File: config.mk
export PLATFORM = sky130hd
export DESIGN_NAME = smc_mfr_regs
export DESIGN_NICKNAME = d
export VERILOG_FILES = /design/src/inc/smc_pkg.sv /design/src/rtl/smc_mfr_regs.sv
export SDC_FILE = /design/constraint.sdc
export NUM_CORES = 2
export LEC_CHECK = 0
export ABC_AREA = 1
export BUFFER_PORTS_ARGS = -buffer_cell sky130_fd_sc_hd__buf_4
export CAP_MARGIN = 25
export CORE_UTILIZATION = 55
export CTS_CLUSTER_DIAMETER = 40
export DETAILED_ROUTE_END_ITERATION = 12
export PLACE_DENSITY_LB_ADDON = 0.3
export SLEW_MARGIN = 30
export SYNTH_ARGS = -nofsm -noshare
export SYNTH_HDL_FRONTEND = slang
export SYNTH_SLANG_ARGS = --single-unit
export TNS_END_PERCENT = 30
File: constraint.sdc
create_clock -name clk_i -period 10.4 [get_ports clk_i]
set_input_delay 0.52 -clock clk_i [delete_from_list [all_inputs] [get_ports clk_i]]
set_output_delay 0.52 -clock clk_i [all_outputs]
set_load 0.005 [all_outputs]
File: src/inc/smc_pkg.sv
package smc_pkg;

	// command codes
	localparam logic [7:0] CMD_OPERATION = 8'h01;
	localparam logic [7:0] CMD_ON_OFF_CONFIG = 8'h02;
	localparam logic [7:0] CMD_CLEAR_FAULTS = 8'h03;
	localparam logic [7:0] CMD_VIN_MAX = 8'hD0;
	localparam logic [7:0] CMD_TEMP_MAX = 8'hD1;
	localparam logic [7:0] CMD_DAC_CODE = 8'hD2;
	localparam logic [7:0] CMD_GOOD_DELAY = 8'hD3;
	localparam logic [7:0] CMD_WD_FIRST = 8'hD4;
	localparam logic [7:0] CMD_WD_REPEAT = 8'hD5;
	localparam logic [7:0] CMD_PAGE_MASK = 8'hD6;
	localparam logic [7:0] CMD_PADS = 8'hD7;

	// page and field values
	localparam logic [7:0] PAGE_GLOBAL = 8'hFF;
	localparam logic [15:0] PEAK_RST = 16'h7C00;
	localparam logic [5:0] DAC_RSVD = 6'h3F;
	localparam logic [9:0] DAC_RST = 10'h000;
	localparam logic [15:0] TIME_RST = 16'h0000;
	localparam logic [7:0] MASK_RST = 8'hFF;
	localparam int LIN_EXP_MSB = 15;
	localparam int LIN_EXP_LSB = 11;
	localparam int LIN_MAN_MSB = 10;

	// timing
	localparam int CLK_PERIOD_NS = 100;
	localparam int PG_STEP_US = 200;
	localparam int WD_STEP_US = 10;
	localparam int WF_STEP_US = 1000;
	localparam int PG_MAX_US = 13_100_000;
	localparam int WD_MAX_US = 600_000;
	localparam int WF_MAX_US = 65_000_000;
	localparam int PG_CYCLES = (PG_STEP_US * 1000 + CLK_PERIOD_NS - 1) / CLK_PERIOD_NS;
	localparam int WD_CYCLES = (WD_STEP_US * 1000 + CLK_PERIOD_NS - 1) / CLK_PERIOD_NS;
	localparam int WF_CYCLES = (WF_STEP_US * 1000 + CLK_PERIOD_NS - 1) / CLK_PERIOD_NS;
	localparam logic [6:0] PG_PER_MS = 7'(1000 / PG_STEP_US);
	localparam logic [6:0] WD_PER_MS = 7'(1000 / WD_STEP_US);
	localparam logic [6:0] WF_PER_MS = 7'(1000 / WF_STEP_US);
	localparam logic [15:0] PG_MAX_TICKS = 16'(PG_MAX_US / PG_STEP_US);
	localparam logic [15:0] WD_MAX_TICKS = 16'(WD_MAX_US / WD_STEP_US);
	localparam logic [15:0] WF_MAX_TICKS = 16'(WF_MAX_US / WF_STEP_US);

	typedef struct packed {
		logic valid;
		logic write;
		logic [7:0] code;
		logic [7:0] page;
		logic [15:0] wdata;
	} smc_cmd_t;

	typedef enum logic [1:0] {WD_OFF, WD_ARMED, WD_FIRST, WD_REPEAT} smc_wd_state_t;

endpackage

File: src/rtl/smc_mfr_regs.sv
`timescale 1ns/1ps
module smc_mfr_regs #(
	parameter int CH = 8,
	parameter int WF_CYC = smc_pkg::WF_CYCLES
) (
	input wire logic clk_i,
	input wire logic rst_i,
	input wire smc_pkg::smc_cmd_t cmd_i,
	output logic [15:0] rdata_o,
	output logic ack_o,
	output logic nack_o,
	input wire logic vin_valid_i,
	input wire logic [15:0] vin_i,
	input wire logic temp_valid_i,
	input wire logic [15:0] temp_i,
	input wire logic dac_manual_i,
	output logic [9:0] dac_code_o,
	input wire logic pg_internal_i,
	input wire logic pg_wdt_cond_i,
	output logic pg_o,
	output logic wdt_expired_o,
	output logic chan_cmd_o,
	output logic [CH-1:0] chan_sel_o,
	input wire logic [15:0] pads_raw_i
);

	// linear value as signed fixed point, 16 fraction bits
	function automatic logic signed [41:0] lin_num(input logic [15:0] v);
		logic signed [41:0] f;
		logic [4:0] sh;
		f = 42'(signed'(v[smc_pkg::LIN_MAN_MSB:0])) <<< 16;
		sh = 5'(-v[smc_pkg::LIN_EXP_MSB:smc_pkg::LIN_EXP_LSB]);
		if (v[smc_pkg::LIN_EXP_MSB] == 1'b0) begin
			f = f <<< v[smc_pkg::LIN_EXP_MSB:smc_pkg::LIN_EXP_LSB];
		end else begin
			f = f >>> sh;
		end
		return f;
	endfunction

	// milliseconds to rounded, capped tick count
	function automatic logic [15:0] lin_ticks(input logic [15:0] v, input logic [6:0] per_ms,
			input logic [15:0] cap);
		logic signed [41:0] n;
		logic [47:0] p;
		logic [31:0] t;
		n = lin_num(v);
		p = 48'(n[40:0]) * 48'(per_ms);
		t = 32'((p + 48'h0000_0000_8000) >> 16);
		if (n <= 42'sh0) begin
			return 16'h0000;
		end else if (t > 32'(cap)) begin
			return cap;
		end else begin
			return t[15:0];
		end
	endfunction

	function automatic logic man_zero(input logic [15:0] v);
		return v[smc_pkg::LIN_MAN_MSB:0] == 11'h000;
	endfunction

	// numeric compare of two linear values
	function automatic logic lin_gt(input logic [15:0] a, input logic [15:0] b);
		return lin_num(a) > lin_num(b);
	endfunction

	logic [15:0] vin_max_r, vin_max_nxt;
	logic [15:0] temp_max_r, temp_max_nxt;
	logic [9:0] dac_r;
	logic [15:0] good_dly_r;
	logic [15:0] wd_first_r;
	logic [15:0] wd_rep_r;
	logic [7:0] mask_r;
	logic [15:0] rdata_r, rdata_nxt;
	logic ack_r;
	logic nack_r;
	logic chan_cmd_r;
	logic [CH-1:0] chan_sel_r;
	logic [31:0] pg_cnt_r;
	logic pg_dly_r;
	logic pg_q_r;
	logic wd_fault_r;
	logic [31:0] wd_cnt_r;
	logic wd_exp_r;
	smc_pkg::smc_wd_state_t wd_state_r, wd_state_nxt;

	// command decode
	wire is_rd = cmd_i.valid & ~cmd_i.write;
	wire is_wr = cmd_i.valid & cmd_i.write;
	wire page_glb = cmd_i.page == smc_pkg::PAGE_GLOBAL;
	wire code_chan = cmd_i.code == smc_pkg::CMD_OPERATION ||
		cmd_i.code == smc_pkg::CMD_ON_OFF_CONFIG;
	wire glb_bad = page_glb & ~code_chan;
	wire hit_clr = cmd_i.code == smc_pkg::CMD_CLEAR_FAULTS;
	wire hit_vin = cmd_i.code == smc_pkg::CMD_VIN_MAX;
	wire hit_temp = cmd_i.code == smc_pkg::CMD_TEMP_MAX;
	wire hit_dac = cmd_i.code == smc_pkg::CMD_DAC_CODE;
	wire hit_good = cmd_i.code == smc_pkg::CMD_GOOD_DELAY;
	wire hit_wf = cmd_i.code == smc_pkg::CMD_WD_FIRST;
	wire hit_wr = cmd_i.code == smc_pkg::CMD_WD_REPEAT;
	wire hit_mask = cmd_i.code == smc_pkg::CMD_PAGE_MASK;
	wire hit_pads = cmd_i.code == smc_pkg::CMD_PADS;
	wire hit_rw = hit_dac | hit_good | hit_wf | hit_wr | hit_mask;
	wire hit_rd = hit_rw | hit_vin | hit_temp | hit_pads;
	wire ok = ~glb_bad;
	wire wr_chan = is_wr & code_chan;
	wire wr_clr = is_wr & ok & hit_clr;
	wire wr_dac = is_wr & ok & hit_dac & dac_manual_i;
	wire wr_good = is_wr & ok & hit_good;
	wire wr_wf = is_wr & ok & hit_wf;
	wire wr_wr = is_wr & ok & hit_wr;
	wire wr_mask = is_wr & ok & hit_mask;
	wire wr_take = wr_chan | wr_clr | wr_dac | wr_good | wr_wf | wr_wr | wr_mask;
	wire rd_take = is_rd & ok & hit_rd;
	wire take = wr_take | rd_take;
	wire refuse = cmd_i.valid & ~take;
	wire wd_restart = wr_wr & ~man_zero(cmd_i.wdata);

	// channel select for forwarded commands
	wire [CH-1:0] page_onehot = (cmd_i.page < 8'(CH)) ?
		CH'(1) << cmd_i.page : '0;
	wire [CH-1:0] chan_sel = page_glb ? mask_r[CH-1:0] : page_onehot;

	// timer loads, in clock cycles
	wire [15:0] pg_ticks = lin_ticks(good_dly_r, smc_pkg::PG_PER_MS,
		smc_pkg::PG_MAX_TICKS);
	wire [15:0] wf_ticks = lin_ticks(wd_first_r, smc_pkg::WF_PER_MS,
		smc_pkg::WF_MAX_TICKS);
	wire [15:0] wr_ticks = lin_ticks(wd_rep_r, smc_pkg::WD_PER_MS,
		smc_pkg::WD_MAX_TICKS);
	wire [31:0] pg_load = 32'(pg_ticks) * 32'(smc_pkg::PG_CYCLES);
	wire [31:0] wf_load = 32'(wf_ticks) * 32'(WF_CYC);
	wire [31:0] wr_load = 32'(wr_ticks) * 32'(smc_pkg::WD_CYCLES);
	wire wd_en = ~man_zero(wd_first_r) & ~man_zero(wd_rep_r);
	wire pg_rise = pg_o & ~pg_q_r;
	wire wd_run = wd_state_r == smc_pkg::WD_FIRST || wd_state_r == smc_pkg::WD_REPEAT;
	wire wd_done = wd_run & (wd_cnt_r == 32'h0000_0000);

	// peaks: clear first, then a larger sample wins
	wire [15:0] vin_base = wr_clr ? smc_pkg::PEAK_RST : vin_max_r;
	wire [15:0] temp_base = wr_clr ? smc_pkg::PEAK_RST : temp_max_r;
	assign vin_max_nxt = (vin_valid_i && lin_gt(vin_i, vin_base)) ?
		vin_i : vin_base;
	assign temp_max_nxt = (temp_valid_i && lin_gt(temp_i, temp_base)) ?
		temp_i : temp_base;

	// read data select
	always_comb begin
		rdata_nxt = rdata_r;
		if (!rd_take) begin
			rdata_nxt = rdata_r;
		end else if (hit_vin) begin
			rdata_nxt = vin_max_r;
		end else if (hit_temp) begin
			rdata_nxt = temp_max_r;
		end else if (hit_dac) begin
			rdata_nxt = {smc_pkg::DAC_RSVD, dac_r};
		end else if (hit_good) begin
			rdata_nxt = good_dly_r;
		end else if (hit_wf) begin
			rdata_nxt = wd_first_r;
		end else if (hit_wr) begin
			rdata_nxt = wd_rep_r;
		end else if (hit_mask) begin
			rdata_nxt = {8'h00, mask_r};
		end else begin
			rdata_nxt = pads_raw_i;
		end
	end

	// watchdog sequencing
	always_comb begin
		wd_state_nxt = wd_state_r;
		case (wd_state_r)
			smc_pkg::WD_OFF: begin
				if (wd_en) begin
					wd_state_nxt = pg_wdt_cond_i ? smc_pkg::WD_ARMED : smc_pkg::WD_FIRST;
				end
			end
			smc_pkg::WD_ARMED: begin
				if (pg_rise) begin
					wd_state_nxt = smc_pkg::WD_FIRST;
				end
			end
			default: begin
				if (pg_wdt_cond_i && !pg_o) begin
					wd_state_nxt = smc_pkg::WD_ARMED;
				end else if (wd_restart || wd_done) begin
					wd_state_nxt = smc_pkg::WD_REPEAT;
				end
			end
		endcase
		if (!wd_en) begin
			wd_state_nxt = smc_pkg::WD_OFF;
		end
	end

	// peak trackers
	always_ff @(posedge clk_i) begin
		if (rst_i) begin
			vin_max_r <= smc_pkg::PEAK_RST;
			temp_max_r <= smc_pkg::PEAK_RST;
		end else begin
			vin_max_r <= vin_max_nxt;
			temp_max_r <= temp_max_nxt;
		end
	end

	// registers written over the command port
	always_ff @(posedge clk_i) begin
		if (rst_i) begin
			dac_r <= smc_pkg::DAC_RST;
			good_dly_r <= smc_pkg::TIME_RST;
			wd_first_r <= smc_pkg::TIME_RST;
			wd_rep_r <= smc_pkg::TIME_RST;
			mask_r <= smc_pkg::MASK_RST;
		end else begin
			if (wr_dac) begin
				dac_r <= cmd_i.wdata[9:0];
			end
			if (wr_good) begin
				good_dly_r <= cmd_i.wdata;
			end
			if (wr_wf) begin
				wd_first_r <= cmd_i.wdata;
			end
			if (wr_wr) begin
				wd_rep_r <= cmd_i.wdata;
			end
			if (wr_mask) begin
				mask_r <= cmd_i.wdata[7:0];
			end
		end
	end

	// answers and forwarded channel commands
	always_ff @(posedge clk_i) begin
		if (rst_i) begin
			rdata_r <= 16'h0000;
			ack_r <= 1'b0;
			nack_r <= 1'b0;
			chan_cmd_r <= 1'b0;
			chan_sel_r <= '0;
		end else begin
			rdata_r <= rdata_nxt;
			ack_r <= take;
			nack_r <= refuse;
			chan_cmd_r <= wr_chan;
			if (wr_chan) begin
				chan_sel_r <= chan_sel;
			end
		end
	end

	// good output delay
	always_ff @(posedge clk_i) begin
		if (rst_i) begin
			pg_cnt_r <= 32'h0000_0000;
			pg_dly_r <= 1'b0;
		end else begin
			if (!pg_internal_i) begin
				pg_cnt_r <= pg_load;
				pg_dly_r <= 1'b0;
			end else if (pg_cnt_r != 32'h0000_0000) begin
				pg_cnt_r <= pg_cnt_r - 32'h0000_0001;
			end else begin
				pg_dly_r <= 1'b1;
			end
		end
	end

	// previous good level for the watchdog arm
	always_ff @(posedge clk_i) begin
		if (rst_i) begin
			pg_q_r <= 1'b0;
		end else begin
			pg_q_r <= pg_o;
		end
	end

	// watchdog state and expiry pulse
	always_ff @(posedge clk_i) begin
		if (rst_i) begin
			wd_state_r <= smc_pkg::WD_OFF;
			wd_exp_r <= 1'b0;
		end else begin
			wd_state_r <= wd_state_nxt;
			wd_exp_r <= wd_done & wd_en;
		end
	end

	// watchdog interval counter
	always_ff @(posedge clk_i) begin
		if (rst_i) begin
			wd_cnt_r <= 32'h0000_0000;
		end else if (wd_state_nxt == smc_pkg::WD_FIRST && !wd_run) begin
			wd_cnt_r <= wf_load;
		end else if (wd_state_nxt == smc_pkg::WD_REPEAT && (wd_restart || wd_done)) begin
			wd_cnt_r <= wr_load;
		end else if (wd_run && wd_cnt_r != 32'h0000_0000) begin
			wd_cnt_r <= wd_cnt_r - 32'h0000_0001;
		end
	end

	// watchdog fault, a set wins over a clear
	always_ff @(posedge clk_i) begin
		if (rst_i) begin
			wd_fault_r <= 1'b0;
		end else if (wd_done && wd_en && pg_wdt_cond_i) begin
			wd_fault_r <= 1'b1;
		end else if (wd_restart || !pg_internal_i || !wd_en) begin
			wd_fault_r <= 1'b0;
		end
	end

	assign rdata_o = rdata_r;
	assign ack_o = ack_r;
	assign nack_o = nack_r;
	assign dac_code_o = dac_r;
	assign pg_o = pg_dly_r & ~wd_fault_r;
	assign wdt_expired_o = wd_exp_r;
	assign chan_cmd_o = chan_cmd_r;
	assign chan_sel_o = chan_sel_r;

endmodule // smc_mfr_regs

# Yosys cells after proc, flatten, opt, wreduce, memory -nomap -nowiden
# Cells that the tools add are included.
totals:
  register_bits: 195
  in_bits: 89
  output_inout_bits: 39
  wordCells: 195
classes:
  n_addsub: 12
  multipliers: 5
  n_lt_le_gt_ge: 9
  n_eq_ne: 18
  shifts: 15
  n_mux: 39
  n_bitwise: 45
  reduce_logical: 30
op_table:
  columns: ["operator", "n"]
  rows:
  - ["2-to-1 mux 42 bit", 7]
  - ["<<< shifter 27 x 5 -> 42 bit", 7]
  - [">>> shifter 27 x 5 -> 42 bit", 7]
  - ["2-to-1 mux 16 bit", 17]
  - ["less-or-equal comparator 42 x 1 -> 1 bit (second input constant)", 3]
  - ["2-to-1 mux 30 bit", 3]
  - ["> comparator 42 bit", 2]
  - ["equality test 8 bit (second input constant)", 9]
  - ["nonzero test 32 bit", 2]
  - ["subtractor 32 x 1 -> 32 bit (second input constant)", 2]
  - ["2-to-1 mux 27 bit", 2]
  - ["adder 48 x 16 -> 48 bit (second input constant)", 1]
  - ["multiplier 41 x 5 -> 46 bit (second input constant)", 1]
  - ["adder 44 x 16 -> 45 bit (second input constant)", 1]
  - ["multiplier 41 x 3 -> 44 bit (second input constant)", 1]
  - ["adder 41 x 16 -> 42 bit (second input constant)", 1]
  - ["negation 5 bit", 7]
  - ["zero test 11 bit", 3]
  - ["> comparator 32 x 16 -> 1 bit (second input constant)", 1]
  - ["zero test 32 bit", 1]
  - ["> comparator 29 x 16 -> 1 bit (second input constant)", 1]
  - ["> comparator 26 x 16 -> 1 bit (second input constant)", 1]
  - ["multiplier 16 x 10 -> 26 bit (second input constant)", 1]
  - ["multiplier 16 x 7 -> 23 bit (second input constant)", 1]
  - ["other kinds (23)", 91]

# Longest topological paths before layout
logic_depth:
  depth_word: 17
  ltp_mapped: 74
  mapped_depth_nobuf: 71

# Least setup slack after synthesis
# Ideal clock, no wire load.
synth_path:
  kind: "register to register"
  start: "register good_dly_r[11]"
  end: "register pg_cnt_r[26]"
  setup_time_ps: 132
  t_arrival_ps: 10232
  required_ps: 10268
  path_slack_ps: 36
  stages_incl_launch_ff: 63
  path_buffers: 4
  period_less_slack_ps: 10364
  cell_sequence: "dfxtp_1 -> inv_1 -> clkbuf_1 -> ha_1 -> nand2_1 -> nor2_1 -> inv_1 -> nor2_1 -> inv_1 -> nand2_1 -> clkbuf_1 -> inv_1 -> nor2_1 -> clkbuf_1 -> a21oi_1 -> o22ai_1 -> ha_1 -> ha_1 -> [... 27 more ...] -> o21ai_0 -> a31oi_1 -> nor2_1 -> o21a_1 -> nor2_1 -> o21ai_0 -> nand3_1 -> nand2_1 -> a21oi_1 -> o21bai_1 -> nand3_1 -> nand2_1 -> nand2_1 -> nand2_1 -> a21oi_1 -> or2_2 -> nand3_1 -> a21oi_1"
synth_between:
  elab_chain_len: 10
  elab_cells_between_ends: 12
  cone_classes: "add/sub: 2; mul: 2; order compare: 2; shift: 2; mux: 4"
synth_rtl:
  columns: ["item", "line_no", "rtl"]
  rows:
  - ["start: declaration", "smc_mfr_regs.sv:71", "logic [15:0] good_dly_r;"]
  - ["start signal: assignment", "smc_mfr_regs.sv:214", "good_dly_r <= smc_pkg::TIME_RST;"]
  - ["start signal: assignment", "smc_mfr_regs.sv:223", "good_dly_r <= cmd_i.wdata;"]
  - ["negation 5 bit", "smc_mfr_regs.sv:32", "sh = 5'(-v[smc_pkg::LIN_EXP_MSB:smc_pkg::LIN_EXP_LSB]);"]
  - [">>> shifter 27 x 5 -> 42 bit", "smc_mfr_regs.sv:36", "f = f >>> sh;"]
  - ["2-to-1 mux 42 bit (*)", "smc_mfr_regs.sv:33", "if (v[smc_pkg::LIN_EXP_MSB] == 1'b0) begin"]
  - ["multiplier 41 x 3 -> 44 bit", "smc_mfr_regs.sv:48", "p = 48'(n[40:0]) * 48'(per_ms);"]
  - ["adder 44 x 16 -> 45 bit", "smc_mfr_regs.sv:49", "t = 32'((p + 48'h0000_0000_8000) >> 16);"]
  - ["> comparator 29 x 16 -> 1 bit", "smc_mfr_regs.sv:52", "end else if (t > 32'(cap)) begin"]
  - ["2-to-1 mux 16 bit", "smc_mfr_regs.sv:52", null]
  - ["2-to-1 mux 16 bit (*)", "smc_mfr_regs.sv:50", "if (n <= 42'sh0) begin"]
  - ["multiplier 16 x 7 -> 23 bit (*)", "smc_mfr_regs.sv:132", "wire [31:0] pg_load = 32'(pg_ticks) * 32'(smc_pkg::PG_CYCLES);"]
  - ["2-to-1 mux 27 bit (*)", "smc_mfr_regs.sv:262", "if (!pg_internal_i) begin"]
  - ["end signal: assignment", "smc_mfr_regs.sv:263", "pg_cnt_r <= pg_load;"]
  - ["end signal: assignment", "smc_mfr_regs.sv:266", "pg_cnt_r <= pg_cnt_r - 32'h0000_0001;"]
  - ["end: declaration", "smc_mfr_regs.sv:80", "logic [31:0] pg_cnt_r;"]
# Every way passes the cells marked *; elsewhere a longest branch is shown, timed or not.
# A chain may end at the register's enable or synchronous reset.

# Final worst setup path
layout_path:
  start: "register good_dly_r[12]"
  end: "register pg_cnt_r[25]"
# The elaborated chain is that of the path after synthesis.

==> flow_metrics.env <==
export IMPL_status="complete, no violations"
export IMPL_viasPerCell=5.81
export IMPL_pwr_share_seq=0.231
export IMPL_numCtsBuffers=17
export IMPL_hold_start="pg_wdt_cond_i"
export IMPL_crit_slowest_cell="fa_1"
export IMPL_n_fill_cell=6773
export IMPL_finalNetCount=7129
export IMPL_path_buf_inv=10
export IMPL_synth_top_family_by_area="simple AND/OR/NAND/NOR gates"
export IMPL_power_frac_clock=0.180
export IMPL_rrSetupSlack_ns=0.50
export IMPL_slew_violations=0
export IMPL_syn_nets=7027
export IMPL_cp_depth=58
export IMPL_antenna_found_initial=11
export IMPL_holdPathStages=3
export IMPL_period_share=0.951
export IMPL_path_delay_family="adder cells"
export IMPL_powerDensity_nw_per_um2=92.3
export IMPL_overflow=0
export IMPL_r2r_end="pg_cnt_r[25]"
export IMPL_die_h_um=267
export IMPL_hpwl_um=103000
export IMPL_synth_cell_area_um2=38500
export IMPL_synth_top_cell_by_area="ha_1"
export IMPL_grt_pass1_wl_um=198000
export IMPL_grt_util_met3=0.0614
export IMPL_synth_fa_ha_area_frac=0.240
export IMPL_clock_latency_ns=0.51
export IMPL_relSlewSlack=0.339
export IMPL_dieArea_um2=71100
export IMPL_path_common_cell="nand2_1"
export IMPL_finalCriticalPeriod_ns=9.90
export IMPL_clockBufferDepth=2
export IMPL_drt_iter0_markers=4097
export IMPL_avgSynthCellArea_um2=6.13
export IMPL_cp_slowest_stage_delay_ns=0.53
export IMPL_vias=42600
export IMPL_worst_slack_ns=0.505
export IMPL_worst_setup_path_start_kind="flip-flop"
export IMPL_synth_cells=6281
export IMPL_hold_violations=0
export IMPL_synth_edf_count=0
export IMPL_finalSetupViolCount=0
export IMPL_grt_use_met2=0.533
export IMPL_grt_pass1_vias=38300
export IMPL_met1_usage=0.481
export IMPL_yosys_top_cells_area="ha_1 (17%), nand2_1 (12%), dfxtp_1 (10%)"
export IMPL_grt_busiest_layer="met2"
export IMPL_skew_ns=0.0108
export IMPL_worstPathArrival_ns=10.34
export IMPL_cts_root_buf="clkbuf_16"
export IMPL_wire_per_inst_um=17.2
export IMPL_coreArea_um2=68900
export IMPL_postRouteAntennaNets=0
export IMPL_vdd_drop_max_mv=0.121
export IMPL_place_congestion=1.02
export IMPL_synth_area_mux_share=0.00520
export IMPL_crit_type="reg2reg"
export IMPL_pre_cts_slack_ns=-0.0115
export IMPL_cp_required_ns=10.85
export IMPL_numPortBuffers=127
export IMPL_yosysUniqueCellTypes=70
export IMPL_clock_sinks=195
export IMPL_crit_fanout=9
export IMPL_regArea_um2=3910
export IMPL_ys_seq_elements=195
export IMPL_initial_core_util=0.559
export IMPL_synth_xor_area_frac=0.0292
export IMPL_cts_tree="built"
export IMPL_pwr_share_comb=0.589
export IMPL_hp_class="in2reg"
export IMPL_grt_max_degree=92
export IMPL_rsz0062_at_grt="yes"
export IMPL_track_usage=0.344
export IMPL_multi_input_area_um2=30900
export IMPL_max_cap_violations=0
export IMPL_final_instance_count_excl_fill=7330
export IMPL_clock_fmax_mhz=101
export IMPL_yosys_area_share_simple=0.260
export IMPL_worstRegToRegCells=58
export IMPL_power_uw=3920
export IMPL_drive_gt1_frac=0.0958
export IMPL_path_clk_slew_ns=0.08
export IMPL_p_sw_uw=2000
export IMPL_hold_end="wd_fault_r"
export IMPL_drc=0
export IMPL_synthArstFlopShare=0
export IMPL_chipWidth_um=267
export IMPL_synth_compound_area_frac=0.243
export IMPL_synthFlopType="dfxtp_1"
export IMPL_cp_end_kind="flip-flop"
export IMPL_power_leakage_uw=0.0225
export IMPL_switching_share=0.511
export IMPL_dpl_cell_count=7263
export IMPL_yosysSeqAreaShare=0.101
export IMPL_worst_r2r_startpoint="good_dly_r[12]"
export IMPL_ios=128
export IMPL_synthTopCellsByCount="nand2_1 (1234), inv_1 (997), o21ai_0 (722)"
export IMPL_dr_pass1_iters=6
export IMPL_synth_most_common_cell="nand2_1"
export IMPL_intPower_uw=1920
export IMPL_worst_pin_slew_ns=0.992
export IMPL_ys_warn_count=0
export IMPL_cts_htree_levels=4
export IMPL_yosysTopAreaCellShare=0.169
export IMPL_area_growth_syn_to_layout_pct=10.3
export IMPL_wl_um=126000
export IMPL_rows=96
what timing repair did:
action                     in CTS  in global routing
pin swaps                       0                 38
resized for setup               1                267
gates cloned                    0                  1
buffers inserted                0                 31
setup endpoints to repair       1                 26
hold buffers                    0                  0
flip-flops by register name, indices dropped and copies added (netlist names), 2 cells and up:
register and flops:
chan_sel_o 8, dac_code_o 10, good_dly_r 16, mask_r 8
pg_cnt_r 32, rdata_o 16, temp_max_r 16, vin_max_r 16
wd_cnt_r 32, wd_first_r 16, wd_rep_r 16, wd_state_r 2
kinds of logic (layout without fill, tap and decap cells):
group | count (synthesis) | count (layout)
AO/OA/AOI/OAI | 1690 | 1690
XOR/XNOR | 125 | 125
AND/OR/NAND/NOR | 2376 | 2376
buffers and inverters | 1218 | 1333
flip-flops | 195 | 195
adder cells (fa/ha/maj) | 657 | 657
other | 0 | 3
multiplexers | 20 | 20
layout make-up:
cell class,instances,area share
Antenna cell,3,0.000177
Clock inverter,12,0.00283
Sequential cell,195,0.0920
Timing Repair Buffer,277,0.0493
Inverter,1024,0.0906
Tap cell,931,0.0274
Clock buffer,20,0.0108
Multi-Input combinational cell,4868,0.727
power groups by stage:
stage / registers (µW) / logic (µW) / clock network [µW]
floorplan: 879 / 1680 / 0
global placement: 914 / 2210 / 0
detailed placement: 915 / 2230 / 0
CTS: 898 / 2240 / 707
global route: 910 / 2610 / 736
finish: 905 / 2310 / 707
metrics by stage:
step / hold slack [ns] / cell area [µm²] / utilization / setup TNS, ns
after CTS: 0.220 / 41300 / 0.599 / 0
after global placement: 0.439 / 40700 / 0.590 / 0
final: 0.240 / 42500 / 0.616 / 0
after detailed placement: 0.449 / 40700 / 0.590 / -0.0115
after floorplan: 0.422 / 38500 / - / 0
after global routing: 0.233 / 42500 / 0.616 / -0.487
cells in the final DEF, fill, tap and decap left out, types with 13 or more instances in the layout:
cell type     n
nor2_1      586
clkinv_1     14
xnor2_1      34
o221ai_1     27
clkbuf_16    17
o21ai_1      57
dfxtp_1     190
ha_1        498
a22oi_1      25
o21ai_2      16
o22ai_1      18
nand3_2      15
xor2_1       76
fa_1        136
a221oi_1     31
o21ai_0     666
a211oi_1     20
ha_2         13
o21a_1       44
inv_1       986
a21oi_2      38
nor2_2       37
nand2_1    1224
o21bai_1     20
nand4_1      56
nand2_2      34
o31ai_1      13
or2_2        30
a21oi_1     565
mux2i_1      19
inv_2        22
a31oi_1      43
o211ai_1     41
nor3_1       75
nor4_1       35
buf_4       275
nand3_1     213
nor2_4       18
routing by layer:
metal  share of wire  wire length, µm
met2            0.43            54500
met4           0.031             3870
met5          0.0010              129
met3           0.087            10900
met1            0.45            56500
worst max path at each step:
stage | start | endpoint | slack [ns]
after detailed placement | good_dly_r[12] | pg_cnt_r[26] | -0.01
after global placement | good_dly_r[12] | pg_cnt_r[25] | 0.30
after global routing | good_dly_r[11] | pg_cnt_r[25] | -0.16
final | good_dly_r[12] | pg_cnt_r[25] | 0.50
after floorplan | good_dly_r[11] | pg_cnt_r[26] | 0.04
after CTS | good_dly_r[12] | pg_cnt_r[26] | 0.03
worst reg2reg max path, delay by kind of cell, from the launching register on:
| family | cells | cell delay [ns] |
|---|---|---|
| AO/OA/AOI/OAI | 16 | 2.49 |
| XOR/XNOR | 2 | 0.29 |
| adder cells (fa/ha/maj) | 9 | 3.58 |
| buffers and inverters | 10 | 0.96 |
| flip-flops | 1 | 0.34 |
| multiplexers | 1 | 0.23 |
| AND/OR/NAND/NOR | 20 | 1.97 |
No activity file was read; power rests on OpenSTA's default activity.
